`src/aptc_pkg.sv`:
```
// Package for the converter pair trigger control block
`default_nettype none
package aptc_pkg;
  localparam int NUM_PAIRS = 4;
  localparam int ADDR_W    = 4;
  localparam int DATA_W    = 16;
  // Register indices
  localparam logic [3:0] OFS_CTL_LOWER = 4'h0;
  localparam logic [3:0] OFS_CTL_UPPER = 4'h1;
  localparam logic [3:0] OFS_READY     = 4'h2;
  localparam logic [3:0] OFS_IRQ_STAT  = 4'h3;
  localparam logic [3:0] OFS_IRQ_MASK  = 4'h4;
  localparam logic [3:0] OFS_STATUS    = 4'h5;
  // Field positions inside one control byte
  localparam int FLD_IRQ_EN  = 7;
  localparam int FLD_WAITING = 6;
  localparam int FLD_KICK    = 5;
  localparam int FLD_SEL_LSB = 0;
  localparam int FLD_SEL_W   = 5;
  // Reset values
  localparam logic [15:0] RST_CTL   = 16'h0000;
  localparam logic [3:0]  RST_FLAGS = 4'h0;
  // Selector codes
  localparam logic [4:0] SEL_OFF        = 5'h00;
  localparam logic [4:0] SEL_SOFT_OWN   = 5'h01;
  localparam logic [4:0] SEL_SOFT_GLOB  = 5'h02;
  localparam logic [4:0] SEL_PWM_SPEC   = 5'h03;
  localparam logic [4:0] SEL_PRI_FIRST  = 5'h04;
  localparam logic [4:0] SEL_PRI_LAST   = 5'h0b;
  localparam logic [4:0] SEL_TMR1       = 5'h0c;
  localparam logic [4:0] SEL_PWM_SEC    = 5'h0d;
  localparam logic [4:0] SEL_SEC_FIRST  = 5'h0e;
  localparam logic [4:0] SEL_SEC_LAST   = 5'h16;
  localparam logic [4:0] SEL_CL_FIRST   = 5'h17;
  localparam logic [4:0] SEL_CL_LAST    = 5'h1e;
  localparam logic [4:0] SEL_TMR2       = 5'h1f;

  typedef struct packed {
    logic       irq_enable;
    logic       waiting;
    logic       soft_kick;
    logic [4:0] start_select;
  } aptc_pair_ctl_type;

  typedef struct packed {
    logic       soft_global;
    logic       pwm_special;
    logic       pwm_sec_special;
    logic [7:0] pwm_primary;
    logic [8:0] pwm_secondary;
    logic [7:0] pwm_cur_limit;
    logic       timer1_match;
    logic       timer2_match;
  } aptc_trig_type;

  typedef enum logic [2:0] {
    ENG_IDLE  = 3'b001,
    ENG_START = 3'b010,
    ENG_BUSY  = 3'b100
  } aptc_eng_state_type;
endpackage
`default_nettype wire

```
`src/aptc_top.sv`:
```
// Trigger selection and request tracking for four converter pairs
// Functional notes
// - Per-pair control byte, enable/waiting/kick/select
// - Done raises request only when enabled
// - Waiting set on trigger, cleared when done
// - Kick starts only software pick; cleared on waiting
// - Held request runs once engine frees
// - Select zero disables the pair
// - Codes one/two pick own/global software kick
// - Code three picks PWM special event
// - Code thirteen picks PWM secondary special event
// - Codes four to eleven pick primaries
// - Codes fourteen to twenty-two pick secondaries
// - Codes twenty-three to thirty pick current limits
// - Code twelve timer one, all-ones timer two
// - Result ready set on data, zero-write clears
//
// The address map and strobed register access were decided locally.
`default_nettype none
module aptc_top (
  input  wire logic                  clk_i,
  input  wire logic                  nrst_i,
  input  wire logic [3:0]            reg_addr_i,
  input  wire logic [15:0]           reg_wdata_i,
  input  wire logic                  reg_wr_i,
  input  wire logic                  reg_rd_i,
  output logic [15:0]                reg_rdata_o,
  input  wire aptc_pkg::aptc_trig_type trig_i,
  input  wire logic                  eng_busy_i,
  input  wire logic                  eng_done_i,
  output logic                       eng_start_o,
  output logic [1:0]                 eng_pair_o,
  output logic [3:0]                 pair_irq_o,
  output logic                       irq_o
);

  aptc_pkg::aptc_pair_ctl_type ctl_q [4];
  logic [3:0]  ready_q;
  logic [3:0]  stat_q;
  logic [3:0]  mask_q;
  logic [3:0]  hit;
  logic [3:0]  pick;
  logic [3:0]  wr_sel;
  logic [7:0]  wbyte [4];
  logic [1:0]  cur_q;
  logic        any_pick;
  logic [1:0]  pick_idx;
  aptc_pkg::aptc_eng_state_type state_q;

  // Selector decode, shared by all pairs
  function automatic logic trig_hit(input logic [4:0] sel,
                                    input logic kick,
                                    input aptc_pkg::aptc_trig_type t);
    logic [4:0] off;
    off = 5'h00;
    trig_hit = 1'b0;
    if (sel == aptc_pkg::SEL_OFF) begin
      trig_hit = 1'b0;
    end else if (sel == aptc_pkg::SEL_SOFT_OWN) begin
      trig_hit = kick;
    end else if (sel == aptc_pkg::SEL_SOFT_GLOB) begin
      trig_hit = kick | t.soft_global;
    end else if (sel == aptc_pkg::SEL_PWM_SPEC) begin
      trig_hit = t.pwm_special;
    end else if (sel <= aptc_pkg::SEL_PRI_LAST) begin
      off = sel - aptc_pkg::SEL_PRI_FIRST;
      trig_hit = t.pwm_primary[off[2:0]];
    end else if (sel == aptc_pkg::SEL_TMR1) begin
      trig_hit = t.timer1_match;
    end else if (sel == aptc_pkg::SEL_PWM_SEC) begin
      trig_hit = t.pwm_sec_special;
    end else if (sel <= aptc_pkg::SEL_SEC_LAST) begin
      off = sel - aptc_pkg::SEL_SEC_FIRST;
      trig_hit = t.pwm_secondary[off[3:0]];
    end else if (sel <= aptc_pkg::SEL_CL_LAST) begin
      off = sel - aptc_pkg::SEL_CL_FIRST;
      trig_hit = t.pwm_cur_limit[off[2:0]];
    end else begin
      trig_hit = t.timer2_match;
    end
  endfunction

  function automatic logic [7:0] pack_ctl(
      input aptc_pkg::aptc_pair_ctl_type c);
    pack_ctl = {c.irq_enable, c.waiting, c.soft_kick, c.start_select};
  endfunction

  always_comb begin
    for (int i = 0; i < 4; i++) begin
      hit[i]  = trig_hit(ctl_q[i].start_select, ctl_q[i].soft_kick,
                         trig_i);
      pick[i] = ctl_q[i].waiting;
      // Two pairs share each control word, one byte each
      wr_sel[i] = reg_wr_i &&
                  reg_addr_i == ((i < 2) ? aptc_pkg::OFS_CTL_LOWER
                                         : aptc_pkg::OFS_CTL_UPPER);
      wbyte[i]  = (i % 2 == 1) ? reg_wdata_i[15:8] : reg_wdata_i[7:0];
    end
  end

  // Lowest numbered waiting pair wins
  always_comb begin
    any_pick = 1'b0;
    pick_idx = 2'd0;
    for (int i = 3; i >= 0; i--) begin
      if (pick[i]) begin
        any_pick = 1'b1;
        pick_idx = 2'(i);
      end
    end
  end

  logic done_now;
  assign done_now = (state_q == aptc_pkg::ENG_BUSY) && eng_done_i;

  // Control bytes; waiting set beats kick write, done clears own pair
  always_ff @(posedge clk_i) begin
    if (!nrst_i) begin
      for (int i = 0; i < 4; i++) begin
        ctl_q[i] <= aptc_pkg::aptc_pair_ctl_type'(aptc_pkg::RST_CTL[7:0]);
      end
    end else begin
      for (int i = 0; i < 4; i++) begin
        if (wr_sel[i]) begin
          ctl_q[i].irq_enable   <= wbyte[i][aptc_pkg::FLD_IRQ_EN];
          ctl_q[i].start_select <= wbyte[i][4:0];
          ctl_q[i].soft_kick    <= wbyte[i][aptc_pkg::FLD_KICK];
        end
        // Waiting is hardware owned; a write cannot fake a request
        if (hit[i]) begin
          ctl_q[i].waiting   <= 1'b1;
          ctl_q[i].soft_kick <= 1'b0;
        end else if (done_now && cur_q == 2'(i)) begin
          ctl_q[i].waiting <= 1'b0;
        end
      end
    end
  end

  // Engine sequencing; a trigger while busy just stays waiting
  always_ff @(posedge clk_i) begin
    if (!nrst_i) begin
      state_q     <= aptc_pkg::ENG_IDLE;
      cur_q       <= 2'd0;
      eng_start_o <= 1'b0;
    end else begin
      eng_start_o <= 1'b0;
      case (state_q)
        aptc_pkg::ENG_IDLE: begin
          if (any_pick && !eng_busy_i) begin
            cur_q       <= pick_idx;
            eng_start_o <= 1'b1;
            state_q     <= aptc_pkg::ENG_START;
          end
        end
        aptc_pkg::ENG_START: begin
          state_q <= aptc_pkg::ENG_BUSY;
        end
        aptc_pkg::ENG_BUSY: begin
          if (eng_done_i) begin
            state_q <= aptc_pkg::ENG_IDLE;
          end
        end
        default: state_q <= aptc_pkg::ENG_IDLE;
      endcase
    end
  end

  always_ff @(posedge clk_i) begin
    if (!nrst_i) begin
      eng_pair_o <= 2'd0;
    end else begin
      eng_pair_o <= (any_pick && state_q == aptc_pkg::ENG_IDLE)
                    ? pick_idx : cur_q;
    end
  end

  // Per-pair done request pulse
  always_ff @(posedge clk_i) begin
    if (!nrst_i) begin
      pair_irq_o <= aptc_pkg::RST_FLAGS;
    end else begin
      for (int i = 0; i < 4; i++) begin
        pair_irq_o[i] <= done_now && cur_q == 2'(i) &&
                         ctl_q[i].irq_enable;
      end
    end
  end

  // Result ready: set wins over a zero write
  always_ff @(posedge clk_i) begin
    if (!nrst_i) begin
      ready_q <= aptc_pkg::RST_FLAGS;
    end else begin
      for (int i = 0; i < 4; i++) begin
        if (done_now && cur_q == 2'(i)) begin
          ready_q[i] <= 1'b1;
        end else if (reg_wr_i && reg_addr_i == aptc_pkg::OFS_READY &&
                     !reg_wdata_i[i]) begin
          ready_q[i] <= 1'b0;
        end
      end
    end
  end

  // Sticky status cleared by read; new event beats the clear
  always_ff @(posedge clk_i) begin
    if (!nrst_i) begin
      stat_q <= aptc_pkg::RST_FLAGS;
    end else begin
      for (int i = 0; i < 4; i++) begin
        if (done_now && cur_q == 2'(i) && ctl_q[i].irq_enable) begin
          stat_q[i] <= 1'b1;
        end else if (reg_rd_i && reg_addr_i == aptc_pkg::OFS_IRQ_STAT) begin
          stat_q[i] <= 1'b0;
        end
      end
    end
  end

  always_ff @(posedge clk_i) begin
    if (!nrst_i) begin
      mask_q <= aptc_pkg::RST_FLAGS;
    end else if (reg_wr_i && reg_addr_i == aptc_pkg::OFS_IRQ_MASK) begin
      mask_q <= reg_wdata_i[3:0];
    end
  end

  // Level interrupt, registered, so it lags status by a cycle
  always_ff @(posedge clk_i) begin
    if (!nrst_i) begin
      irq_o <= 1'b0;
    end else begin
      irq_o <= |(stat_q & mask_q);
    end
  end

  always_ff @(posedge clk_i) begin
    if (!nrst_i) begin
      reg_rdata_o <= 16'h0000;
    end else if (reg_rd_i) begin
      case (reg_addr_i)
        aptc_pkg::OFS_CTL_LOWER:
          reg_rdata_o <= {pack_ctl(ctl_q[1]), pack_ctl(ctl_q[0])};
        aptc_pkg::OFS_CTL_UPPER:
          reg_rdata_o <= {pack_ctl(ctl_q[3]), pack_ctl(ctl_q[2])};
        aptc_pkg::OFS_READY:    reg_rdata_o <= {12'h000, ready_q};
        aptc_pkg::OFS_IRQ_STAT: reg_rdata_o <= {12'h000, stat_q};
        aptc_pkg::OFS_IRQ_MASK: reg_rdata_o <= {12'h000, mask_q};
        aptc_pkg::OFS_STATUS:
          reg_rdata_o <= {11'h000, cur_q, state_q};
        default:                reg_rdata_o <= 16'h0000;
      endcase
    end else begin
      reg_rdata_o <= 16'h0000;
    end
  end

endmodule
`default_nettype wire

```
`config.mk`:
```
export PLATFORM = sky130hd
export DESIGN_NAME = aptc_top
export DESIGN_NICKNAME = d
export VERILOG_FILES = /design/src/aptc_pkg.sv /design/src/aptc_top.sv
export SDC_FILE = /design/constraint.sdc
export NUM_CORES = 1
export LEC_CHECK = 0
export BUFFER_PORTS_ARGS = -buffer_cell sky130_fd_sc_hd__buf_4
export CORE_ASPECT_RATIO = 1.1
export CORE_MARGIN = 5
export CORE_UTILIZATION = 52
export DETAILED_ROUTE_END_ITERATION = 10
export PLACE_DENSITY_LB_ADDON = 0.1
export SETUP_SLACK_MARGIN = 0.4
export SLEW_MARGIN = 40
export SYNTH_ARGS = -nofsm -noshare
export SYNTH_HDL_FRONTEND = slang
export SYNTH_SLANG_ARGS = --single-unit
```
`constraint.sdc`:
```
create_clock -name clk_i -period 2.1 [get_ports clk_i]
set_clock_uncertainty 0.05 [all_clocks]
set_input_delay 0.105 -clock clk_i [delete_from_list [all_inputs] [get_ports clk_i]]
set_output_delay 0.105 -clock clk_i [all_outputs]
set_load 0.01 [all_outputs]
```
# Word-level counts from Yosys, hierarchy flattened
# Memory sizes are Yosys's and may differ from the RTL's.
# Index checks and enable logic that the tools add are counted.
[totals]
ram_bits = 32
in_bits = 56
ff_bits = 41
mem_count = 1
[memory_table]
columns = ["name", "depth", "width", "rd", "rd_ports_with_merged_regs", "write_ports", "line_no", "rtl"]
rows = [
  ["ctl_q", 4, 8, 4, 0, 4, "aptc_top.sv:37", "aptc_pkg::aptc_pair_ctl_type ctl_q [4];"],
]
[classes]
n_reduce_logical = 44
n_lt_le_gt_ge = 24
n_mux = 146
eq_ne = 33
n_bitwise = 29
add_sub_neg = 12
[ops]
columns = ["operator", "count"]
rows = [
  ["$mux 1", 121],
  ["$pmux 16 s6", 1],
  ["$eq 5x2->1 const B", 8],
  ["$eq 5x4->1 const B", 8],
  ["$le 5x5->1 const B", 8],
  ["$lt 3x4->1 const B", 8],
  ["$or 1x1->1", 28],
  ["$bmux 1 s3", 8],
  ["$sub 3x3->3 const B", 8],
  ["$eq 5x1->1 const B", 4],
  ["$le 5x4->1 const B", 4],
  ["$logic_and 1x1->1", 20],
  ["$logic_not 5->1", 4],
  ["$lt 4x5->1 const B", 4],
  ["$mux 5", 4],
  ["$bmux 1 s4", 4],
  ["$reduce_bool 2->1", 8],
  ["$sub 4x4->4 const B", 4],
  ["$mux 2", 5],
  ["$pmux 3 s3", 1],
  ["$eq 4x2->1 const B", 2],
  ["$eq 4x3->1 const B", 2],
  ["$reduce_and 2->1", 4],
  ["$mux 3", 2],
  ["other kinds (12)", 18],
]

# Longest topological paths before layout
# Gate-level depths: netlist of the first run.
# An unclocked memory read counts as a cell.
[logic_depth]
word_depth = 18
mapped_depth = 10
mapped_depth_nobuf = 8

# Worst setup path after synthesis of the first run
# No wires, ideal clock.
[synth_timing]
path_kind = "reg-to-reg"
start = "mem ctl_q[2][0] (netlist name)"
end = "mem ctl_q[2][5] (netlist name), enable pin"
slack_ps = -234
n_path_buf = 2
path_stages_with_launch = 10
arrival_time_ps = 2027
path_cell_list = "edfxtp_1 -> buf_2 -> inv_1 -> ha_1 -> buf_1 -> mux2i_1 -> o22ai_1 -> o21a_1 -> o22ai_1 -> a21oi_1"
[synth_rtl]
columns = ["item", "line_no"]
rows = [
  ["start, declared", "aptc_top.sv:37"],
]

==> impl_metrics.csv, run 1 <==
group,metric,value,unit
run_status,run_status,"finished, violations left",
run_status,violations,"negative setup slack",
setup_path,critPathArrivalTime,2.28,ns
timing,relSlewSlack,0.7185,
worst_hold_path,hp-class,"in -> reg",
die,fp-row-count,37,
pwr,p_leak,2.932,nW
setup_path,criticalPathCategory,"reg -> reg",
logic_synthesis,syn_avg_cell_area,9.815,um2
timing,fin_crit,2.231,ns
timing,drv_slew,0,
logic_synthesis,synth_commonest_cells,"60 x nor2_1, 41 x dfxtp_1, 32 x edfxtp_1, 31 x nand2_1",
logic_synthesis,synth_top_cells_by_area,"edfxtp_1 20%, dfxtp_1 17%, ha_1 6.2%, mux4_2 5.6%, mux2i_1 5.0%",
timing,hold_viol_final,0,
drt,via_per_inst,5.972,
layout,area_growth,42.79,%
die,die_area,11360,um2
timing,finalSetupTns,-1.069,ns
grt,grt_pass1_vias,4742,
die,die_width,102.1,um
setup_path,crit_path_start_kind,"flip-flop",
grt,antenna_found_initial,0,
clocking,cts_buffers,9,
timing,setup_ws,-0.1314,ns
drt,dr.pass1.iters,5,
logic_synthesis,synth-seq-area-share,0.3675,
grt,overflow,0,
clocking,worst_skew_pair.late_latency,0.34,ns
timing,setup_violations,15,
drt,drt_wl_total,16.23,mm
die,io_pins,80,
setup_path,required,2.15,ns
logic_synthesis,syn_nets,574,
place,post-place-ws,-0.2145,ns
logic_synthesis,synthCells,494,
logic_synthesis,yosys.cell_types.count,61,
drt,vias,4688,
grt,grt_pass1_wl,25.47,mm
timing,timing.hold.ws,0.008578,ns
grt,grt_util_all_layers,0.2925,
logic_synthesis,synth.most_common_cell,"nor2_1",
die,die_h,111.3,um
logic_synthesis,synth_top_cell_by_area,"edfxtp_1",
timing,rsz0062_at_grt,"yes",
drt,drc_errors,0,
logic_synthesis,synth_edf_count,32,
drt,wl_per_cell,20.67,um
setup_path,r2r_setup_slack,-0.13,ns
setup_path,slowest_stage,"edfxtp_1",
run,cap_viol_max_count,0,
place,portBuffers,77,
layout,seq_area,1785,um2
logic_synthesis,yosys_warnings,0,
pwr,vdd_drop_max,596.1,uV
clocking,cts-root-buf,"clkbuf_8",
logic_synthesis,async_reset_ff_frac,0,
layout,antenna_cells,0,
timing,post-route-period-util,1.063,
clocking,cts_max_level,3,
setup_path,slowest_delay,0.51,ns
logic_synthesis,synth_top_area_frac,0.1982,
layout,final_net_count,743,
layout,fin_util,0.7477,
logic_synthesis,ys_ff_latch,73,
setup_path,critPathMaxFanout,6,
place,gp_congestion,0.9289,
timing,worst_pin_slew,0.4223,ns
layout,multi_input_area,3286,um2
layout,n_fill_cell,677,
logic_synthesis,syn-cell-area,4848,um2
place,place_hpwl,12.29,mm
timing,fmax,0.4481,GHz
drt,drt-initial-drc-count,364,
pwr,powerDensity,565.4,nW/um2
pwr,power,3.914,mW
clocking,clk_path_buf_depth,2,
setup_path,end_kind,"flip-flop",
grt,grt_max_degree,21,
setup_path,crit_path_cell_trace,"inv_2 > ha_4 > mux4_2 > mux2_4 > mux2i_2 > o221ai_2 > o21ai_2 > nand3_1",
clocking,cts_tree,"built",
drt,detail-route-antenna-nets,0,
clocking,clk_transition_reported_paths,0.09,ns
clocking,cts_sinks,73,
die,initial_core_util,0.5236,
layout,drive_above_1_share,0.4222,
logic_synthesis,synth_flop_cell,"dfxtp_1",
die,core_area,9259,um2
## critical path, delay by kind of cell (launching register included)
kind	cells	cell delay, ns
mux	3	0.71
fa+ha+maj	1	0.28
flops	1	0.51
buf+inv	1	0.10
compound gates	2	0.23
simple gates	1	0.12
## final cells by class
cell class	instances	share of cell area
clock inverter	6	0.009940
multi-input combinational	378	0.4746
inverter	19	0.01247
sequential	73	0.2579
timing repair buffer	182	0.2055
tap	117	0.02115
clock buffer	10	0.01843
## metal layers
layer	global-route usage	wire length, um	vias to the layer above
met5	0	0	-
met4	0.1076	411	0
met3	0.04657	1165	28
met2	0.4699	7937	202
met1	0.3942	6712	2256
li1	-	-	2202
## metrics by stage
| stage | std cells | area [um2] |
|---|---|---|
| 3_5_place_dp | 741 | 6220 |
| 3_3_place_gp | 741 | 6220 |
| 4_1_cts | 782 | 6755 |
| 2_1_floorplan | 494 | 5062 |
| 5_1_grt | 785 | 6923 |
| 6_report | 785 | 6923 |
## layout by cell type, fill, tap and decap left out, types with 9 or more instances in the layout
cell	instances
buf_4	163
nor2_1	60
dfxtp_1	38
edfxtp_1	32
nand2_1	31
and2_1	26
a21oi_1	23
mux2i_1	19
mux4_2	15
nand3_1	15
a22oi_1	15
o21ai_0	12
dlygate4sd3_1	12
inv_1	11
ha_4	10
a21o_1	9
clkbuf_8	9
## cells by family (layout without fill, tap and decap cells)
group                      Yosys count  after routing  share of synthesized area
and+or+nand+nor                    191            191                     0.2028
buffers and inverters               43            217                    0.03742
xor gates and xnor gates             8              8                    0.01445
muxes                               53             53                     0.1695
adders and majority gates           24             24                    0.06194
AOI/OAI and AO/OA                  102            102                     0.1463
DFF                                 73             73                     0.3675
## what timing repair did
action	CTS	global route
buffers inserted	13	3
pin swaps	17	12
endpoints found under the setup margin	21	24
resized for setup	26	28
hold buffers	12	0
hold endpoints to repair	16	0
## sequential cells by signal, summed over array words and instances (netlist names)
register,flops
eng_start_o,1
state_q,3
stat_q,4
reg_rdata_o,16
ready_q,4
mask_q,4
ctl_q,32
eng_pair_o,2
pair_irq_o,4
irq_o,1
cur_q,2
## report_power, final
| group | internal, mW | total [mW] | switching, mW |
|---|---|---|---|
| sequential | 1.57 | 1.66 | 0.0941 |
| combinational | 0.580 | 1.12 | 0.543 |
| clock | 0.554 | 1.13 | 0.577 |
| total | 2.70 | 3.91 | 1.21 |
## worst paths after layout
| path | from | end | cells past startpoint |
|---|---|---|---|
| min | reg_wdata_i[12] | ctl_q[1][4] | 2 |
| max | ctl_q[0][1] | ctl_q[0][6] | 8 |
| min reg2reg | ready_q[2] | ready_q[2] | 2 |
| max reg2reg | ctl_q[0][1] | ctl_q[0][6] | 8 |
Power figures use the tool's default switching activity.
==> inputs of run 2 (changes only) <==
==> constraint.sdc (replaced) <==
create_clock -name clk_i -period 2.1 [get_ports clk_i]
set_clock_uncertainty 0.05 [all_clocks]
set_input_delay 0.42 -clock clk_i [delete_from_list [all_inputs] [get_ports clk_i]]
set_output_delay 0.42 -clock clk_i [all_outputs]
set_load 0.01 [all_outputs]
==> impl_metrics.csv, run 2 (synthesized netlist as in run 1, its figures left out) <==
group,metric,value,unit
run_status,run_status,"finished, violations left",
run_status,violations,"negative setup slack",
layout,final_net_count,742,
drt,wl_per_cell,20.21,um
layout,drive_above_1_share,0.4543,
drt,via_per_inst,6.005,
worst_hold_path,hp-class,"in -> reg",
layout,seq_area,1783,um2
setup_path,slowest_delay,0.47,ns
timing,drv_slew,0,
run,cap_viol_max_count,0,
die,io_pins,80,
timing,setup_violations,16,
drt,drt_wl_total,15.84,mm
layout,top_regs,"ctl_q: 32 flops, reg_rdata_o: 16 flops",
clocking,clk_path_buf_depth,2,
place,post-place-ws,-0.2349,ns
layout,regMostFlops,"ctl_q",
grt,grt_pass1_vias,4688,
clocking,cts_sinks,73,
setup_path,crit_path_cell_trace,"buf_6 > ha_4 > a21oi_2 > a41oi_2 > o311ai_1 > o221ai_1 > o32a_1 > and3_1",
layout,fin_util,0.7523,
layout,finish.instance_area,6965,um2
place,gp_congestion,0.9602,
die,die_width,102.1,um
layout,area_growth,43.66,%
pwr,power,3.865,mW
clocking,cts_max_level,3,
clocking,clk_transition_reported_paths,0.08,ns
clocking,worst_skew_pair.late_latency,0.36,ns
drt,drc_errors,0,
setup_path,critPathMaxFanout,4,
grt,grt_util_all_layers,0.2810,
place,place_hpwl,12.15,mm
clocking,cts_tree,"built",
timing,rsz0062_at_grt,"yes",
pwr,vdd_drop_max,474.7,uV
grt,overflow,0,
setup_path,crit_buf_inv,1,
timing,fmax,0.4390,GHz
pwr,powerDensity,554.9,nW/um2
setup_path,crit_family,"compound AO/OA/AOI/OAI gates",
die,initial_core_util,0.5236,
setup_path,end_kind,"flip-flop",
drt,dr.pass1.iters,5,
setup_path,required,2.17,ns
clocking,cts_buffers,9,
die,fp-row-count,37,
place,portBuffers,77,
die,core_area,9259,um2
layout,layout_common_cells,"170 x buf_4, 56 x nor2_1, 40 x dfxtp_1",
layout,layout_commonest_cell,"buf_4",
setup_path,criticalPathCategory,"reg -> reg",
grt,antenna_found_initial,0,
drt,drt-initial-drc-count,321,
timing,worst_pin_slew,0.4058,ns
timing,setup_ws,-0.1781,ns
setup_path,slowest_stage,"edfxtp_1",
layout,largest_register_ffs,32,
layout,antenna_cells,0,
timing,relSlewSlack,0.7295,
layout,n_fill_cell,673,
clocking,cts-root-buf,"clkbuf_8",
timing,finalSetupTns,-1.256,ns
die,die_h,111.3,um
timing,post-route-period-util,1.085,
grt,grt_pass1_wl,24.55,mm
grt,grt_max_degree,21,
setup_path,crit_path_start_kind,"flip-flop",
timing,fin_crit,2.278,ns
drt,vias,4708,
die,die_area,11360,um2
pwr,p_leak,2.960,nW
layout,multi_input_area,3328,um2
drt,detail-route-antenna-nets,0,
setup_path,critPathArrivalTime,2.35,ns
timing,hold_viol_final,0,
place,place_area,6335,um2
[run 2: cell types whose count changed in the layout (fill, tap and decap cells not counted), moves of 4 or more]
cell	before	now
inv_1	11	7
dlygate4sd3_1	12	0
inv_2	2	8
ha_4	10	14
a21oi_2	3	7
buf_4	163	170
buf_12	0	4
a21oi_1	23	19
mux2i_2	5	1
nor2_1	60	56
[run 2: path summary, 6_finish.rpt]
check | start | endpoint | slack [ns] | cells past startpoint
worst max-delay path | ctl_q[3][2] | ctl_q[3][5] | -0.18 | 8
worst min-delay path | reg_wdata_i[1] | mask_q[1] | 0.26 | 3
worst max register to register | ctl_q[3][2] | ctl_q[3][5] | -0.18 | 8
worst min register to register | ready_q[3] | ready_q[3] | 0.44 | 2
[run 2: repair_timing]
| item | 4_1_cts | 5_1_grt |
|---|---|---|
| pin swaps | 22 | 18 |
| gates resized for setup | 35 | 30 |
| buffers inserted | 12 | 7 |
| setup endpoints to repair | 22 | 20 |
| hold endpoints to repair | 0 | 0 |
| hold buffers | 0 | 0 |
[run 2: tightest hold or removal path, cell delays in order]
cell and delay (ns):
buf_4 0.10, mux2i_1 0.06, nor2_1 0.07
[run 2: per-layer routing]
layer  up-vias  share of wire  global-route usage
met5         -              0                   0
met4         0          0.028             0.09536
met3        35          0.066             0.05286
met2       194           0.49              0.4517
met1      2281           0.41              0.3768
li1       2198              -                   -
[run 2: final cells by class]
class                   count  area share
multi-input cells         378      0.4778
flip-flops and latches     73      0.2560
repair buffers            181      0.2060
clock buffers              12     0.02389
well taps                 117     0.02102
inverters                  19     0.01168
clock inverters             4    0.003593
[run 2: report_power, final]
| part | internal (mW) | switching (mW) |
|---|---|---|
| Combinational | 0.592 | 0.554 |
| Sequential | 1.57 | 0.0898 |
| Clock | 0.532 | 0.532 |
| Total | 2.69 | 1.18 |
[run 2: stage by stage]
| stage | instances | hold slack [ns] |
|---|---|---|
| after detailed placement | 749 | 0.4214 |
| final | 784 | 0.2648 |
| after global routing | 784 | 0.2644 |
| after floorplan | 494 | 0.3937 |
| after global placement | 749 | 0.4131 |
| after CTS | 777 | 0.2559 |
